--- config.mk ---
export PLATFORM = sky130hd
export DESIGN_NAME = txs_top
export DESIGN_NICKNAME = d
export VERILOG_FILES = /design/src/verilog/txs_pkg.sv /design/src/verilog/txs_drv.sv /design/src/verilog/txs_top.sv
export VERILOG_INCLUDE_DIRS = /design/src /design/src/verilog
export SDC_FILE = /design/constraint.sdc
export NUM_CORES = 1
export LEC_CHECK = 0
export CORE_MARGIN = 4
export CORE_UTILIZATION = 30
export CTS_CLUSTER_DIAMETER = 200
export DETAILED_ROUTE_END_ITERATION = 10
export DONT_BUFFER_PORTS = 1
export MAX_ROUTING_LAYER = met4
export PLACE_DENSITY = 0.49
export SETUP_SLACK_MARGIN = 0.1
export SYNTH_ARGS = -nofsm -noshare
export SYNTH_HDL_FRONTEND = slang
export SYNTH_SLANG_ARGS = --single-unit
--- constraint.sdc ---
create_clock -name ref_clk -period 3.92 [get_ports ref_clk]
set_input_delay 0.196 -clock ref_clk [delete_from_list [all_inputs] [get_ports ref_clk]]
set_output_delay 0.196 -clock ref_clk [all_outputs]
set_load 0.01 [all_outputs]
--- src/verilog/txs_defines.svh ---
// Offsets, field positions, reset values and timing counts for the driver and switch block
`ifndef TXS_DEFINES_SVH
`define TXS_DEFINES_SVH
// Notes on behaviour
// - Serial engine framing at rates to 848 kBd
// - Driver pins carry carrier modulated by envelope
// - Carrier is crystal clock halved; inverse selectable (here driver a inverts only under forced full depth)
// - Driver output unspecified while RF disabled
// - Envelope high selects continuous-wave PMOS conductance
// - Envelope low selects modulation PMOS conductance
// - NMOS conductance from CW or modulation nibble
// - Driver b CW bit: CW conductance, carrier
// - One conductance setting shared by both drivers
// - Mode and select registers set rate, driver
// - Select registers govern digital/analog/aux routing
// - Aux routing uses three select fields
// - Aux output source 100b sends Miller signal
// - Receiver select 01 takes aux input signal
// - Aux output can show protocol test signals
`define TXS_OFS_DRV_CTL 12'h000
`define TXS_OFS_TX_MODE 12'h004
`define TXS_OFS_TX_SEL 12'h008
`define TXS_OFS_RX_SEL 12'h00c
`define TXS_OFS_CW_PMOS 12'h010
`define TXS_OFS_MOD_PMOS 12'h014
`define TXS_OFS_NMOS 12'h018
`define TXS_OFS_STATUS 12'h01c
`define TXS_DC_EN_A 0
`define TXS_DC_EN_B 1
`define TXS_DC_CW_B 2
`define TXS_DC_INV_OFF_A 3
`define TXS_DC_INV_ON_A 4
`define TXS_DC_INV_OFF_B 5
`define TXS_DC_INV_ON_B 6
`define TXS_TM_FORCE 0
`define TXS_TM_SPEED_LSB 4
`define TXS_TS_AUX_LSB 0
`define TXS_TS_DRV_LSB 4
`define TXS_RS_RX_LSB 6
`define TXS_NM_CW_LSB 0
`define TXS_NM_MOD_LSB 4
`define TXS_RST_DRV_CTL 8'h00
`define TXS_RST_TX_MODE 8'h00
`define TXS_RST_TX_SEL 8'h10
`define TXS_RST_RX_SEL 8'h80
`define TXS_RST_PMOS 6'h20
`define TXS_RST_NMOS 8'h88
`define TXS_CARRIER_DIV 2
`define TXS_BASE_RATE_KBD 106
`define TXS_MAX_RATE_KBD 848
`define TXS_CARRIER_PER_BIT 128
`define TXS_MAX_SPEED ($clog2(`TXS_MAX_RATE_KBD / `TXS_BASE_RATE_KBD))
`define TXS_BIT_CYC_BASE (`TXS_CARRIER_DIV * `TXS_CARRIER_PER_BIT)
`endif

--- src/verilog/txs_pkg.sv ---
// Types shared by the driver and switch block
`default_nettype none
package txs_pkg;
    typedef struct packed {
        logic enable;
        logic cw;
        logic inv_on;
        logic inv_off;
    } txs_drv_ctl_t;
    typedef struct packed {
        logic pin;
        logic cw_sel;
    } txs_drv_out_t;
    typedef enum logic [3:0] {
        TXS_AUX_LOW = 4'h0,
        TXS_AUX_HIGH = 4'h1,
        TXS_AUX_ENV = 4'h2,
        TXS_AUX_TX_SERIAL = 4'h3,
        TXS_AUX_MILLER = 4'h4,
        TXS_AUX_RX_ANALOG = 4'h5,
        TXS_AUX_DECODER = 4'h6,
        TXS_AUX_IN_ECHO = 4'h7
    } txs_aux_src_t;
    typedef enum logic [1:0] {
        TXS_RX_LOW = 2'h0,
        TXS_RX_AUX_IN = 2'h1,
        TXS_RX_ANALOG = 2'h2,
        TXS_RX_ANALOG_ALT = 2'h3
    } txs_rx_in_t;
endpackage
`default_nettype wire

--- src/verilog/txs_drv.sv ---
// One antenna driver: pin waveform and conductance choice
`timescale 1ns/1ns
`default_nettype none
module txs_drv
    import txs_pkg::*;
#(
    parameter bit FIRST = 1'b1
) (
    input wire logic carrier,
    input wire logic envelope,
    input wire logic force_full_depth_mod,
    input wire txs_drv_ctl_t ctl,
    output var txs_drv_out_t drv
);
    wire logic pulled_low;
    wire logic invert;
    wire logic wave;
    // CW driver ignores the envelope entirely
    assign pulled_low = force_full_depth_mod && !envelope && !ctl.cw;
    // First driver only inverts under forced full depth
    assign invert = ctl.inv_on && (force_full_depth_mod || !FIRST);
    assign wave = pulled_low ? 1'b0 : (carrier ^ invert);
    always_comb begin
        // Off state is a static level; any level is acceptable there
        drv.pin = ctl.enable ? wave : ctl.inv_off;
        drv.cw_sel = ctl.cw || envelope;
    end
endmodule
`default_nettype wire

--- src/verilog/txs_top.sv ---
// Antenna driver control and serial signal switch with an AHB-Lite register slave
//
// Chosen here: the register addresses and the AHB-Lite slave port.
`timescale 1ns/1ns
`default_nettype none
`include "txs_defines.svh"
module txs_top
    import txs_pkg::*;
#(
    parameter int PW = 6,
    parameter int NW = 4
) (
    input wire logic ref_clk,
    input wire logic srst,
    input wire logic hsel,
    input wire logic [31:0] haddr,
    input wire logic [1:0] htrans,
    input wire logic hwrite,
    input wire logic [2:0] hsize,
    input wire logic [31:0] hwdata,
    input wire logic hready,
    output logic hreadyout,
    output logic hresp,
    output logic [31:0] hrdata,
    input wire logic envelope,
    input wire logic tx_serial,
    input wire logic miller_tx,
    input wire logic rx_analog,
    input wire logic aux_serial_in,
    output logic antenna_drive_a,
    output logic antenna_drive_b,
    output logic [PW-1:0] pmos_array_setting_a,
    output logic [PW-1:0] pmos_array_setting_b,
    output logic [NW-1:0] nmos_array_setting_a,
    output logic [NW-1:0] nmos_array_setting_b,
    output logic aux_serial_out,
    output logic decoder_in,
    output logic tx_bit_strobe
);

    // Bus address phase capture
    logic [11:0] addr_q;
    logic wr_q;
    logic rd_q;
    wire logic take;
    assign take = hsel && htrans[1] && hready;

    always_ff @(posedge ref_clk) begin
        if (srst) begin
            addr_q <= 12'h000;
            wr_q <= 1'b0;
            rd_q <= 1'b0;
        end else begin
            addr_q <= haddr[11:0];
            // Only whole-word writes are stored
            wr_q <= take && hwrite && (hsize == 3'h2);
            rd_q <= take && !hwrite;
        end
    end

    function automatic logic hit(input logic [11:0] a, input logic [11:0] ofs);
        hit = (a == ofs);
    endfunction

    // Register file
    logic [7:0] drv_ctl_q;
    logic [7:0] tx_mode_q;
    logic [7:0] tx_sel_q;
    logic [7:0] rx_sel_q;
    logic [PW-1:0] cw_pmos_q;
    logic [PW-1:0] mod_pmos_q;
    logic [2*NW-1:0] nmos_q;

    always_ff @(posedge ref_clk) begin
        if (srst) begin
            drv_ctl_q <= `TXS_RST_DRV_CTL;
            tx_mode_q <= `TXS_RST_TX_MODE;
            tx_sel_q <= `TXS_RST_TX_SEL;
            rx_sel_q <= `TXS_RST_RX_SEL;
            cw_pmos_q <= PW'(`TXS_RST_PMOS);
            mod_pmos_q <= PW'(`TXS_RST_PMOS);
            nmos_q <= (2*NW)'(`TXS_RST_NMOS);
        end else if (wr_q) begin
            if (hit(addr_q, `TXS_OFS_DRV_CTL)) drv_ctl_q <= hwdata[7:0];
            if (hit(addr_q, `TXS_OFS_TX_MODE)) tx_mode_q <= hwdata[7:0];
            if (hit(addr_q, `TXS_OFS_TX_SEL)) tx_sel_q <= hwdata[7:0];
            if (hit(addr_q, `TXS_OFS_RX_SEL)) rx_sel_q <= hwdata[7:0];
            if (hit(addr_q, `TXS_OFS_CW_PMOS)) cw_pmos_q <= hwdata[PW-1:0];
            if (hit(addr_q, `TXS_OFS_MOD_PMOS)) mod_pmos_q <= hwdata[PW-1:0];
            if (hit(addr_q, `TXS_OFS_NMOS)) nmos_q <= hwdata[2*NW-1:0];
        end
    end

    // Field decode
    wire logic force_full_depth_mod;
    wire logic [2:0] speed_field;
    wire logic [3:0] aux_out_source_sel;
    wire logic [1:0] driver_input_sel;
    wire logic [1:0] receiver_input_sel;
    wire logic [NW-1:0] nmos_cw_value;
    wire logic [NW-1:0] nmos_mod_value;
    assign force_full_depth_mod = tx_mode_q[`TXS_TM_FORCE];
    assign speed_field = tx_mode_q[`TXS_TM_SPEED_LSB +: 3];
    assign aux_out_source_sel = tx_sel_q[`TXS_TS_AUX_LSB +: 4];
    assign driver_input_sel = tx_sel_q[`TXS_TS_DRV_LSB +: 2];
    assign receiver_input_sel = rx_sel_q[`TXS_RS_RX_LSB +: 2];
    assign nmos_cw_value = nmos_q[`TXS_NM_CW_LSB +: NW];
    assign nmos_mod_value = nmos_q[`TXS_NM_MOD_LSB +: NW];

    // Carrier: reference clock halved
    logic carrier_q;
    always_ff @(posedge ref_clk) begin
        if (srst) begin
            carrier_q <= 1'b0;
        end else begin
            carrier_q <= !carrier_q;
        end
    end

    // Envelope source for the modulator
    wire logic [3:0] drv_taps;
    wire logic env_eff;
    // 00 holds continuous wave, 01 internal encoder, 10 external pin
    assign drv_taps = {1'b1, aux_serial_in, envelope, 1'b1};
    assign env_eff = drv_taps[driver_input_sel];

    // Drivers; both read the same conductance registers
    txs_drv_ctl_t ctl_a;
    txs_drv_ctl_t ctl_b;
    txs_drv_out_t drv_a;
    txs_drv_out_t drv_b;
    assign ctl_a = '{enable: drv_ctl_q[`TXS_DC_EN_A], cw: 1'b0,
                     inv_on: drv_ctl_q[`TXS_DC_INV_ON_A],
                     inv_off: drv_ctl_q[`TXS_DC_INV_OFF_A]};
    assign ctl_b = '{enable: drv_ctl_q[`TXS_DC_EN_B], cw: drv_ctl_q[`TXS_DC_CW_B],
                     inv_on: drv_ctl_q[`TXS_DC_INV_ON_B],
                     inv_off: drv_ctl_q[`TXS_DC_INV_OFF_B]};

    txs_drv #(.FIRST(1'b1)) u_drv_a (
        .carrier(carrier_q),
        .envelope(env_eff),
        .force_full_depth_mod(force_full_depth_mod),
        .ctl(ctl_a),
        .drv(drv_a)
    );
    txs_drv #(.FIRST(1'b0)) u_drv_b (
        .carrier(carrier_q),
        .envelope(env_eff),
        .force_full_depth_mod(force_full_depth_mod),
        .ctl(ctl_b),
        .drv(drv_b)
    );

    wire logic [PW-1:0] pmos_a_d;
    wire logic [PW-1:0] pmos_b_d;
    wire logic [NW-1:0] nmos_a_d;
    wire logic [NW-1:0] nmos_b_d;
    assign pmos_a_d = drv_a.cw_sel ? cw_pmos_q : mod_pmos_q;
    assign pmos_b_d = drv_b.cw_sel ? cw_pmos_q : mod_pmos_q;
    assign nmos_a_d = drv_a.cw_sel ? nmos_cw_value : nmos_mod_value;
    assign nmos_b_d = drv_b.cw_sel ? nmos_cw_value : nmos_mod_value;

    always_ff @(posedge ref_clk) begin
        if (srst) begin
            antenna_drive_a <= 1'b0;
            antenna_drive_b <= 1'b0;
            pmos_array_setting_a <= '0;
            pmos_array_setting_b <= '0;
            nmos_array_setting_a <= '0;
            nmos_array_setting_b <= '0;
        end else begin
            antenna_drive_a <= drv_a.pin;
            antenna_drive_b <= drv_b.pin;
            pmos_array_setting_a <= pmos_a_d;
            pmos_array_setting_b <= pmos_b_d;
            nmos_array_setting_a <= nmos_a_d;
            nmos_array_setting_b <= nmos_b_d;
        end
    end

    // Receive decoder input
    wire logic [3:0] rx_taps;
    assign rx_taps = {rx_analog, rx_analog, aux_serial_in, 1'b0};

    // Aux output observation and active antenna taps
    wire logic [7:0] aux_taps;
    wire logic aux_d;
    assign aux_taps = {aux_serial_in, decoder_in, rx_analog, miller_tx,
                       tx_serial, env_eff, 1'b1, 1'b0};
    // Codes above the top tap read low so stray settings stay quiet
    assign aux_d = aux_out_source_sel[3] ? 1'b0 : aux_taps[aux_out_source_sel[2:0]];

    always_ff @(posedge ref_clk) begin
        if (srst) begin
            decoder_in <= 1'b0;
            aux_serial_out <= 1'b0;
        end else begin
            decoder_in <= rx_taps[receiver_input_sel];
            aux_serial_out <= aux_d;
        end
    end

    // Bit clock for the serial engine, 106 kBd scaled by powers of two
    wire logic [1:0] speed_eff;
    wire logic [8:0] bit_cyc;
    logic [8:0] bit_cnt_q;
    wire logic bit_end;
    // Speeds above the top rate clamp rather than wrap
    assign speed_eff = (speed_field > 3'(`TXS_MAX_SPEED)) ? 2'(`TXS_MAX_SPEED)
                                                         : speed_field[1:0];
    assign bit_cyc = 9'(`TXS_BIT_CYC_BASE) >> speed_eff;
    assign bit_end = (bit_cnt_q >= bit_cyc - 9'h001);

    always_ff @(posedge ref_clk) begin
        if (srst) begin
            bit_cnt_q <= 9'h000;
            tx_bit_strobe <= 1'b0;
        end else begin
            bit_cnt_q <= bit_end ? 9'h000 : bit_cnt_q + 9'h001;
            tx_bit_strobe <= bit_end;
        end
    end

    // Read side: zero wait state, word mux
    wire logic [31:0] status_w;
    wire logic [31:0] rd_mux;
    assign status_w = {26'h0, drv_b.cw_sel, drv_a.cw_sel, antenna_drive_b,
                       antenna_drive_a, decoder_in, env_eff};
    assign rd_mux = hit(addr_q, `TXS_OFS_DRV_CTL) ? {24'h0, drv_ctl_q} :
                    hit(addr_q, `TXS_OFS_TX_MODE) ? {24'h0, tx_mode_q} :
                    hit(addr_q, `TXS_OFS_TX_SEL) ? {24'h0, tx_sel_q} :
                    hit(addr_q, `TXS_OFS_RX_SEL) ? {24'h0, rx_sel_q} :
                    hit(addr_q, `TXS_OFS_CW_PMOS) ? 32'(cw_pmos_q) :
                    hit(addr_q, `TXS_OFS_MOD_PMOS) ? 32'(mod_pmos_q) :
                    hit(addr_q, `TXS_OFS_NMOS) ? 32'(nmos_q) :
                    hit(addr_q, `TXS_OFS_STATUS) ? status_w : 32'h0;
    assign hrdata = rd_q ? rd_mux : 32'h0;
    assign hreadyout = 1'b1;
    assign hresp = 1'b0;
endmodule
`default_nettype wire

==> results.txt, run 1 <==
----------------------------------------------------
[Logic synthesis]
  Synth Instances ... ~520
  Cell types with the highest counts after synthesis ... sky130_fd_sc_hd__dfxtp_1, sky130_fd_sc_hd__nor2_1, sky130_fd_sc_hd__mux2i_1, sky130_fd_sc_hd__nand2_1, sky130_fd_sc_hd__a21oi_1
  Most frequent cell after synthesis ... sky130_fd_sc_hd__dfxtp_1
  Count of state elements after synthesis ... slightly above 100
  Library cell occupying the most area in the post-synthesis netlist ... sky130_fd_sc_hd__dfxtp_1
  Fraction of post-synthesis cell area in the top cell type by area ... between 40% and 50%
  Cell types with the largest area share after synthesis ... sky130_fd_sc_hd__dfxtp_1, sky130_fd_sc_hd__mux2i_1, sky130_fd_sc_hd__nor2_1
  Most common flop cell mapped by yosys ... sky130_fd_sc_hd__dfxtp_1
  Mean instance size in the synthesized netlist ... 8.93 um^2
  Yosys warning total ... 0
  Number of distinct standard cells referenced by the synthesized netlist ... 52
  EDFF count, synth ... 0
  Mapped Area ... between 4000 and 5000 um^2
  Fraction of synthesis flops using an asynchronous set or reset pin ... 0%
  Seq/Total Area, Yosys ... between 40 and 50%

[Detailed routing]
  Met2 wire length ... slightly below 6000 um
  Routed via count divided by cell count ... 5.00
  Wire length reported by the detailed router ... approximately 13000 um
  Vias after detailed routing ... ~3600
  DRT antenna net count ... 0
  Top sig layer ... met4
  Number of DRC violations after detailed-routing iteration 0 ... about 280
  Met1 routed wirelength after detailed routing ... around 5800 um
  WL/cell ... 17.6 um
  TritonRoute pass-1 iters ... 5
  Wire length on met3 ... around 700 um
  Remaining DRCs ... 0

[GRT]
  Initial antenna violation count ... 1
  Remaining Overflow, GRT ... 0
  Vias in the first global route ... approximately 3500
  Global-route wire length before repair ... a little under 20000 um
  All-layer global routing usage ... about 15%
  Pin count of the biggest net entering global routing ... 91

[Setup path]
  Largest incremental delay on the critical path ... 0.84 ns
  Worst path required time ... roughly 3.7 ns
  Data arrival time of the worst path ... roughly 2.7 ns
  Startpoint type of the worst setup path ... flip-flop
  Critical path, cell by cell ... or3b_2, and2_1, o21a_1, nor3_1, nor4_1
  Crit Path Class ... flip-flop to output port
  Worst Path Max Fanout ... 23
  Worst path slowest cell ... sky130_fd_sc_hd__and2_1
  Worst-case reg-to-reg path depth ... 4
  Sort of element at the end of the critical path ... output port

[Pwr]
  Power per standard cell area ... between 300 and 400 nW/um^2
  Maximum vdd drop ... between 150 and 200 uV
  LEAKAGE ... 0.00218 uW

[Place]
  Final RePlAce weighted congestion ... 0.796
  Count of buffers from port buffering ... 0
  HPWL after DPL ... approximately 8400 um
  Cells after DPL ... 680

[Clock tree]
  H-Tree Depth ... 3
  Number of post-CTS setup repair buffers ... 0
  Clk root buf ... sky130_fd_sc_hd__clkbuf_16
  Number of CTS-inserted buffers ... 9
  CTS tree ... yes
  Clock insertion delay at the later pin of the skew report ... approximately 0.35 ns
  Max clock buf depth ... 2
  Clk pin slew, worst setup/hold paths ... 0.08 ns
  Count of clock tree sinks ... 101

[Timing]
  Worst Tran Pin Value ... about 1.1 ns
  Worst hold margin ... just under 0.008 ns
  Share of the clock period used by the worst path after layout ... 74.3%
  Maximum achievable frequency ... between 0.3 and 0.4 GHz
  Total Negative Setup Slacks ... 0 ns
  Number of slew-limit violations in the final report ... 0
  Fin. Hold Viols ... 0
  Crit path time final ... about 3 ns
  Headroom to the max-slew limit ... 27.1%
  RSZ-0062 raised after global routing ... no
  Endpoints failing setup ... 0
  Skew final ... 0.00844 ns

[Min path]
  Hold path depth ... 2
  Worst hold path class ... primary input to flip-flop

[Floorplan]
  Starting density of the core ... between 30% and 40%
  Height of the die ... 132 um
  Top-level port count ... 138
  Num rows ... between 40 and 50
  Die area ... 17500 um^2
  Die Width ... roughly 130 um
  Floorplan Core Area ... 15100 um^2

[Finish]
  Area added between synthesis and finish ... 12.9%
  Final Instance Count excl. Fillers ... ~720
  Number of nets in the layout ... 611
  Proportion of layout cells with a drive suffix above 1 ... between 6 and 7%

[Run]
  Number of max-cap violations ... 0

[Status]
  Outcome ... completed

----------------------------------------------------
[routing by layer]
layer  global-route usage [%]  vias to the layer above
met5                        -                        -
met4                     5.89                        0
met3                     3.70                       24
met2                     23.1                      101
met1                     18.1                     1722
li1                         -                     1758
[final cells by class]
class | instances | area [um^2]
Clock inverter | 7 | 62.6
Fill cell | 1543 | 9930
Clock buffer | 9 | 225
Multi-Input combinational cell | 379 | 2350
Timing Repair Buffer | 28 | 288
Antenna cell | 1 | 2.50
Inverter | 8 | 30.0
Sequential cell | 101 | 2020
Tap cell | 188 | 235
[cells by family (layout without fill, tap and decap cells)]
| group | count (synthesis) | after routing | share of synthesized area, % |
|---|---|---|---|
| other cells | 2 | 28 | 0.162 |
| mux | 65 | 65 | 14.4 |
| simple gates | 190 | 190 | 20.3 |
| fa+ha+maj | 5 | 5 | 1.35 |
| flops | 101 | 101 | 43.7 |
| compound gates | 85 | 85 | 11.3 |
| xor+xnor | 7 | 7 | 1.33 |
| buf+inv | 63 | 52 | 7.41 |
[metrics by stage]
stage | instance area, um^2 | worst slack [ns] | util (%) | total power, uW
2_1_floorplan | 4720 | 1.71 | - | 1180
3_3_place_gp | 4670 | 1.39 | 30.8 | 1170
3_5_place_dp | 4670 | 1.38 | 30.8 | 1170
4_1_cts | 5220 | 0.990 | 34.4 | 2090
5_1_grt | 5220 | 0.878 | 34.5 | 2140
6_report | 5220 | 1.01 | 34.5 | 2060
[state kept, by name, indices dropped and copies added (netlist names), 4 cells and up]
name,count
drv_ctl_q,8
nmos_array_setting_b,4
nmos_array_setting_a,4
cw_pmos_q,6
tx_sel_q,8
tx_mode_q,8
mod_pmos_q,6
pmos_array_setting_b,6
nmos_q,8
addr_q,12
pmos_array_setting_a,6
bit_cnt_q,9
rx_sel_q,8
[cell usage in the layout (no fill, tap or decap), drive strengths merged, types with 3 or more instances in the layout]
cell type / n
nand3: 10
inv: 13
and3: 3
clkbuf: 9
or3: 5
xor2: 4
ha: 5
nor3: 7
nand4: 5
nor2b: 21
o22ai: 7
dfxtp: 101
nor2: 77
a21oi: 31
buf: 5
or3b: 3
o21ai: 19
nand2: 40
a211oi: 7
a211o: 8
nand2b: 5
mux2i: 62
conb: 27
dlygate4sd3: 23
xnor2: 3
nor4: 3
[power breakdown]
part	internal, uW	switching, uW
clock network	446	426
logic	52.2	78.6
registers	1040	21.3
total	1540	526
[worst max-delay path, delay by kind of cell, from the launching register on]
kind               cells  cell delay (ns)
DFF                    1             0.34
AOI/OAI and AO/OA      1             0.22
and+or+nand+nor        4             1.79
[worst paths after layout]
kind           startpoint  slack (ns)           end
max reg2reg     addr_q[9]        1.51     nmos_q[7]
max           tx_sel_q[4]        1.01     hrdata[4]
min             hwdata[1]       0.008   tx_sel_q[1]
min reg2reg  drv_ctl_q[7]        0.47  drv_ctl_q[7]
[timing repair]
item	in CTS	in global routing
hold buffers	24	0
endpoints found under the hold margin	92	0
gates resized for setup	0	0
Note: power is estimated with default switching activity, not from simulation.
==> inputs of run 2 (changes only) <==
clock period = 2.75 ns   (was 3.92 ns; I/O delays follow)
==> run 2 against run 1 <==
Effect of this change:
- clock-buffer cell count stayed put
- setup slack worse by 0.85 ns
- register-to-register slack worse by 1.1 ns
- non-clock buffer count is 12 higher
- critical path type unchanged
- critical endpoint is now hrdata[1]
- largest power group unchanged
==> results.txt, run 2 (synthesized netlist as in run 1, its figures left out) <==
----------------------------------------------------
[Status]
  Outcome ... completed (unchanged)

[Floorplan]
  Starting density of the core ... 30.5% (unchanged)
  Die area ... 17500 um^2 (unchanged)
  Num rows ... 45 (unchanged)
  Die Width ... 132 um (unchanged)
  Floorplan Core Area ... 15100 um^2 (unchanged)
  Top-level port count ... 138 (unchanged)
  Height of the die ... 132 um (unchanged)

[Clock tree]
  Clk root buf ... sky130_fd_sc_hd__clkbuf_16 (unchanged)
  Number of CTS-inserted buffers ... 9 (unchanged)
  Clk pin slew, worst setup/hold paths ... 0.08 ns (about the same)
  CTS tree ... yes (unchanged)
  Count of clock tree sinks ... 101 (unchanged)
  Number of post-CTS setup repair buffers ... 0 (unchanged)
  Max clock buf depth ... 2 (unchanged)
  H-Tree Depth ... 3 (unchanged)
  Clock insertion delay at the later pin of the skew report ... 0.35 ns (about the same)

[Place]
  Cells after DPL ... 689 (was 680)
  Worst setup timing slack at the placement stage ... 0.349 ns (was 1.38 ns)
  Final RePlAce weighted congestion ... 0.807 (was 0.796)
  HPWL after DPL ... 8610 um (was 8430 um)
  Count of buffers from port buffering ... 0 (unchanged)

[GRT]
  Initial antenna violation count ... 2 (was 1)
  Global-route wire length before repair ... 19800 um (was 19600 um)
  All-layer global routing usage ... 14.7% (about the same)
  Most Crowded Layer GR ... met2 (unchanged)
  Vias in the first global route ... 3498 (was 3483)
  Pin count of the biggest net entering global routing ... 92 (was 91)
  Met1 GRT Util ... 18.9% (was 18.1%)
  GR Util met2 ... 23.4% (was 23.1%)
  Met3 global-route usage ... 2.79% (was 3.70%)
  Remaining Overflow, GRT ... 0 (unchanged)

[Timing]
  Endpoints failing setup ... 0 (unchanged)
  Share of the clock period used by the worst path after layout ... a little over nine tenths
  Maximum achievable frequency ... just under 0.4 GHz
  Worst Tran Pin Value ... 0.587 ns (was 1.09 ns)
  Number of slew-limit violations in the final report ... 0 (unchanged)
  Fin. Hold Viols ... 0 (unchanged)
  Crit path time final ... between 2 and 3 ns
  Total Negative Setup Slacks ... 0 ns (unchanged)
  Skew final ... 0.00898 ns (was 0.00844 ns)
  Worst-case setup margin in the final layout ... 0.160 ns (was 1.01 ns)
  RSZ-0062 raised after global routing ... yes (was no)
  Headroom to the max-slew limit ... 60.9% (was 27.1%)

[Finish]
  Fill cell total of the finished layout ... 1524 (was 1543)
  Max reg flops ... 12 (unchanged)
  Most frequent cells in the layout ... sky130_fd_sc_hd__dfxtp_1, sky130_fd_sc_hd__nor2_1, sky130_fd_sc_hd__mux2i_1 (unchanged)
  Leading cell type in the layout, fill and taps excluded ... sky130_fd_sc_hd__dfxtp_1 (unchanged)
  Proportion of layout cells with a drive suffix above 1 ... 8.82% (was 6.39%)
  Largest registers ranked by flip-flop count ... addr_q: 12 flops, bit_cnt_q: 9 flops (unchanged)
  Register ranked first by flip-flop count ... addr_q (unchanged)
  Area added between synthesis and finish ... 16.2% (was 12.9%)
  Final Instance Count excl. Fillers ... 734 (was 721)
  Number of nets in the layout ... 623 (was 611)

[Setup path]
  Worst-case reg-to-reg path depth ... 4 (unchanged)
  Data arrival time of the worst path ... 2.45 ns (was 2.72 ns)
  Crit Path Class ... flip-flop to output port (unchanged)
  Sort of element at the end of the critical path ... output port (unchanged)
  Worst Path Max Fanout ... 4 (was 23)
  Worst r2r src ... addr_q[0] (was addr_q[9])
  Worst path required time ... 2.61 ns (was 3.72 ns)
  Endpoint of the lowest-slack register-to-register path ... nmos_q[7] (unchanged)
  Startpoint type of the worst setup path ... flip-flop (unchanged)
  Worst reg2reg setup slack ... 0.37 ns (was 1.51 ns)

[Detailed routing]
  DRT antenna net count ... 0 (unchanged)
  WL/cell ... 17.0 um (was 17.6 um)
  Routed via count divided by cell count ... 4.89 (was 5.00)
  Wire length reported by the detailed router ... 12500 um (was 12700 um)
  Remaining DRCs ... 0 (unchanged)
  Number of DRC violations after detailed-routing iteration 0 ... 238 (was 279)
  TritonRoute pass-1 iters ... 5 (unchanged)
  Vias after detailed routing ... 3592 (was 3605)

[Pwr]
  Power per standard cell area ... 555 nW/um^2 (was 395 nW/um^2)
  Maximum vdd drop ... 252 uV (was 179 uV)
  LEAKAGE ... 0.00226 uW (was 0.00218 uW)

[Min path]
  Destination of the worst hold path ... tx_sel_q[4] (was tx_sel_q[1])
  Hold path depth ... 3 (was 2)
  Worst hold path class ... primary input to flip-flop (unchanged)
  Worst Min Path Start ... hwdata[4] (was hwdata[1])

[Run]
  Number of max-cap violations ... 0 (unchanged)

----------------------------------------------------
[run 2: worst max path at each step]
stage | depth (start not counted) | from | endpoint | slack, ns
floorplan | 5 | addr_q[0] | hrdata[0] | 0.59
global placement | 4 | addr_q[9] | nmos_q[7] | 0.37
detailed placement | 4 | addr_q[9] | nmos_q[3] | 0.35
CTS | 5 | addr_q[0] | hrdata[1] | 0.14
global route | 6 | addr_q[0] | hrdata[0] | 0.08
finish | 5 | addr_q[0] | hrdata[1] | 0.16
[run 2: cell type report]
type / instances / area, um^2 / area share (%)
Multi-Input combinational cell: 379 / 2380 / 44.4
Clock inverter: 7 / 73.8 / 1.37
Sequential cell: 101 / 2020 / 37.6
Antenna cell: 2 / 5.00 / 0.0932
Tap cell: 188 / 235 / 4.38
Inverter: 8 / 30.0 / 0.559
Timing Repair Buffer: 40 / 398 / 7.41
Clock buffer: 9 / 225 / 4.19
[run 2: critical path, stage by stage, from the launching register on]
cell	delay, ns
sky130_fd_sc_hd__dfxtp_1	0.30
sky130_fd_sc_hd__or4_4	0.55
sky130_fd_sc_hd__or3_4	0.42
sky130_fd_sc_hd__o31ai_1	0.44
sky130_fd_sc_hd__o32ai_1	0.20
sky130_fd_sc_hd__buf_4	0.18
[run 2: per-stage QoR]
stage	utilization (%)	total power (uW)	hold slack (ns)	instance area (um^2)
global placement	31.4	1670	0.216	4750
finish	35.5	2980	0.0239	5370
global route	35.5	3100	0.0260	5370
CTS	35.3	3020	0.00942	5350
detailed placement	31.4	1670	0.221	4750
floorplan	-	1680	0.210	4720
[run 2: what timing repair did]
action / 4_1_cts / 5_1_grt
resized for setup: 4 / 4
hold endpoints to repair: 92 / 0
hold buffers: 27 / 0
pin swaps: 0 / 0
endpoints found under the setup margin: 4 / 4
gates cloned: 0 / 0
[run 2: per-layer routing]
metal / share of wire [%] / wire length [um]
met3: 4.6 / 568
met4: 1.5 / 182
met2: 48 / 5990
met5: 0 / 0
met1: 46 / 5710
[run 2: where the power goes]
part	total [uW]	switching, uW	internal, uW
registers	1500	23.0	1480
clock network	1270	626	646
logic	205	123	81.4
==> inputs of run 3 (changes only) <==
GPL_TIMING_DRIVEN = 0   (was not set)
==> run 3 against run 2 <==
Effect of this change:
- first-iteration DRC count up 26%
- cell count up 5.4%
- worst hold slack worse by 0.0075 ns
- clock-buffer cell count up 3
- setup slack better by 0.025 ns
- total power up 2.3%
- fmax up 0.98%
- combinational power up 24%
- register-to-register slack better by 0.08 ns
- non-clock buffer count up 41
- global-route usage up 1.7 points
- largest power group unchanged
==> results.txt, run 3 (synthesized netlist as in run 1, its figures left out) <==
----------------------------------------------------
[Status]
  Outcome ... completed (unchanged)

[Setup path]
  Worst path slowest cell ... sky130_fd_sc_hd__or4_4 (unchanged)
  Crit Path Class ... flip-flop to output port (unchanged)
  Worst path required time ... 2.61 ns (about the same)
  Sort of element at the end of the critical path ... output port (unchanged)
  Cell family with the largest share of critical-path delay ... simple AND/OR/NAND/NOR gates (unchanged)
  Largest incremental delay on the critical path ... 0.58 ns (was 0.55 ns)
  Data arrival time of the worst path ... 2.43 ns (was 2.45 ns)
  CP bufs+invs ... 0 (was 1)
  Startpoint type of the worst setup path ... flip-flop (unchanged)
  Worst Path Max Fanout ... 4 (unchanged)
  Critical path, cell by cell ... or4_4, or3_4, o31ai_1, a211o_1, o21ai_1 (was or4_4, or3_4, o31ai_1, o32ai_1, buf_4)

[Detailed routing]
  DRT antenna net count ... 0 (unchanged)
  Wire length reported by the detailed router ... 13700 um (was 12500 um)
  Remaining DRCs ... 0 (unchanged)
  Vias after detailed routing ... 3852 (was 3592)
  Number of DRC violations after detailed-routing iteration 0 ... 299 (was 238)
  TritonRoute pass-1 iters ... 5 (unchanged)
  Routed via count divided by cell count ... 4.98 (was 4.89)
  WL/cell ... 17.8 um (was 17.0 um)

[Clock tree]
  CTS tree ... yes (unchanged)
  Max clock buf depth ... 2 (unchanged)
  H-Tree Depth ... 3 (unchanged)
  Clk pin slew, worst setup/hold paths ... 0.07 ns (was 0.08 ns)
  Number of CTS-inserted buffers ... 9 (unchanged)
  Clock insertion delay at the later pin of the skew report ... 0.36 ns (was 0.35 ns)
  Clk root buf ... sky130_fd_sc_hd__clkbuf_16 (unchanged)
  Count of clock tree sinks ... 101 (unchanged)

[Floorplan]
  Die area ... 17500 um^2 (unchanged)
  Height of the die ... 132 um (unchanged)
  Die Width ... 132 um (unchanged)
  Floorplan Core Area ... 15100 um^2 (unchanged)
  Top-level port count ... 138 (unchanged)
  Num rows ... 45 (unchanged)
  Starting density of the core ... 30.5% (unchanged)

[Pwr]
  NetSw ... 714 uW (was 772 uW)
  Power per standard cell area ... 543 nW/um^2 (was 555 nW/um^2)
  Share of total power in sequential cells ... 49.2% (was 50.4%)
  Maximum vdd drop ... 295 uV (was 252 uV)
  Internal power summed over all cells ... 2330 uW (was 2210 uW)
  LEAKAGE ... 0.00237 uW (was 0.00226 uW)
  Fraction of power spent switching nets ... 23.4% (was 25.9%)
  Combinational cell fraction of total power ... 8.4% (was 6.9%)
  Part of the total power dissipated in the clock network ... 42.5% (was 42.7%)

[Place]
  HPWL after DPL ... 10000 um (was 8610 um)
  Worst setup timing slack at the placement stage ... 0.00982 ns (was 0.349 ns)
  Final RePlAce weighted congestion ... 0.882 (was 0.807)
  Area of placed instances ... 4950 um^2 (was 4750 um^2)
  Count of buffers from port buffering ... 0 (unchanged)

[Timing]
  Share of the clock period used by the worst path after layout ... 93.3% (was 94.2%)
  Crit path time final ... 2.57 ns (was 2.59 ns)
  Maximum achievable frequency ... 0.390 GHz (was 0.386 GHz)
  Headroom to the max-slew limit ... 46.8% (was 60.9%)
  Fin. Hold Viols ... 0 (unchanged)
  RSZ-0062 raised after global routing ... no (was yes)
  Number of slew-limit violations in the final report ... 0 (unchanged)
  Endpoints failing setup ... 0 (unchanged)
  Worst-case setup margin in the final layout ... 0.185 ns (was 0.160 ns)
  Total Negative Setup Slacks ... 0 ns (unchanged)
  Skew final ... 0.0112 ns (was 0.00898 ns)
  Worst Tran Pin Value ... 0.798 ns (was 0.587 ns)

[GRT]
  Vias in the first global route ... 3790 (was 3498)
  Remaining Overflow, GRT ... 0 (unchanged)
  All-layer global routing usage ... 16.5% (was 14.7%)
  Pin count of the biggest net entering global routing ... 16 (was 92)
  Initial antenna violation count ... 2 (unchanged)
  Global-route wire length before repair ... 21700 um (was 19800 um)

[Finish]
  Most frequent cells in the layout ... sky130_fd_sc_hd__dfxtp_1, sky130_fd_sc_hd__nor2_1, sky130_fd_sc_hd__mux2i_1 (unchanged)
  Largest registers ranked by flip-flop count ... addr_q: 12 flops, bit_cnt_q: 9 flops (unchanged)
  Number of nets in the layout ... 664 (was 623)
  Design Area, Final ... 5610 um^2 (was 5370 um^2)
  Area added between synthesis and finish ... 21.4% (was 16.2%)
  Fill cell total of the finished layout ... 1493 (was 1524)
  Proportion of layout cells with a drive suffix above 1 ... 11.8% (was 8.82%)
  Max reg flops ... 12 (unchanged)
  Register ranked first by flip-flop count ... addr_q (unchanged)
  Leading cell type in the layout, fill and taps excluded ... sky130_fd_sc_hd__dfxtp_1 (unchanged)

[Min path]
  Worst hold path class ... primary input to flip-flop (unchanged)

[Run]
  Number of max-cap violations ... 0 (unchanged)

----------------------------------------------------
[run 3: worst paths after layout]
check | from | end | slack (ns) | cells after the start
worst max-delay path | addr_q[0] | hrdata[3] | 0.18 | 5
worst min-delay path | hwdata[3] | nmos_q[3] | 0.02 | 3
worst max register to register | addr_q[0] | tx_mode_q[4] | 0.45 | 6
worst min register to register | drv_ctl_q[7] | drv_ctl_q[7] | 0.48 | 2
[run 3: final cells by class]
cell class                      count  area, um^2  share of cell area (%)
Multi-Input combinational cell    379        2440                    43.4
Sequential cell                   101        2020                    36.0
Buffer                             55         322                    5.73
Timing Repair Buffer               26         260                    4.64
Clock buffer                       12         256                    4.57
Tap cell                          188         235                    4.19
Clock inverter                      3        45.0                   0.802
Inverter                            8        30.0                   0.535
Antenna cell                        2        5.00                  0.0892
[run 3: what timing repair did]
item | 4_1_cts | 5_1_grt
gates resized for setup | 16 | 11
pin swaps | 1 | 2
buffers inserted | 0 | 0
hold endpoints to repair | 62 | 0
setup endpoints to repair | 8 | 8
hold buffers | 26 | 0
[run 3: worst min-delay path, cell delays in order]
cell and delay, ns:
sky130_fd_sc_hd__inv_1 0.02, sky130_fd_sc_hd__nor2_1 0.09, sky130_fd_sc_hd__a211o_1 0.10
[run 3: power groups by stage]
stage	combinational, uW	clock [uW]	sequential, uW
2_1_floorplan	156	0	1530
3_3_place_gp	196	0	1530
3_5_place_dp	198	0	1530
4_1_cts	247	1330	1500
5_1_grt	278	1380	1500
6_report	255	1290	1500
[run 3: per-stage QoR]
step / power, uW / utilization [%] / instances / hold slack [ns]
2_1_floorplan: 1680 / - / 543 / 0.210
3_3_place_gp: 1730 / 32.7 / 731 / 0.218
3_5_place_dp: 1730 / 32.7 / 731 / 0.221
4_1_cts: 3080 / 36.9 / 772 / 0.00792
5_1_grt: 3160 / 37.1 / 774 / 0.0333
6_report: 3050 / 37.1 / 774 / 0.0164
[run 3: metal layers]
metal | GRT usage [%] | vias to the layer above | part of all wire [%]
met5 | - | - | 0
met4 | 8.98 | 0 | 3.7
met3 | 3.40 | 28 | 5.8
met2 | 25.0 | 118 | 46
met1 | 20.5 | 1843 | 44
li1 | - | 1863 | -
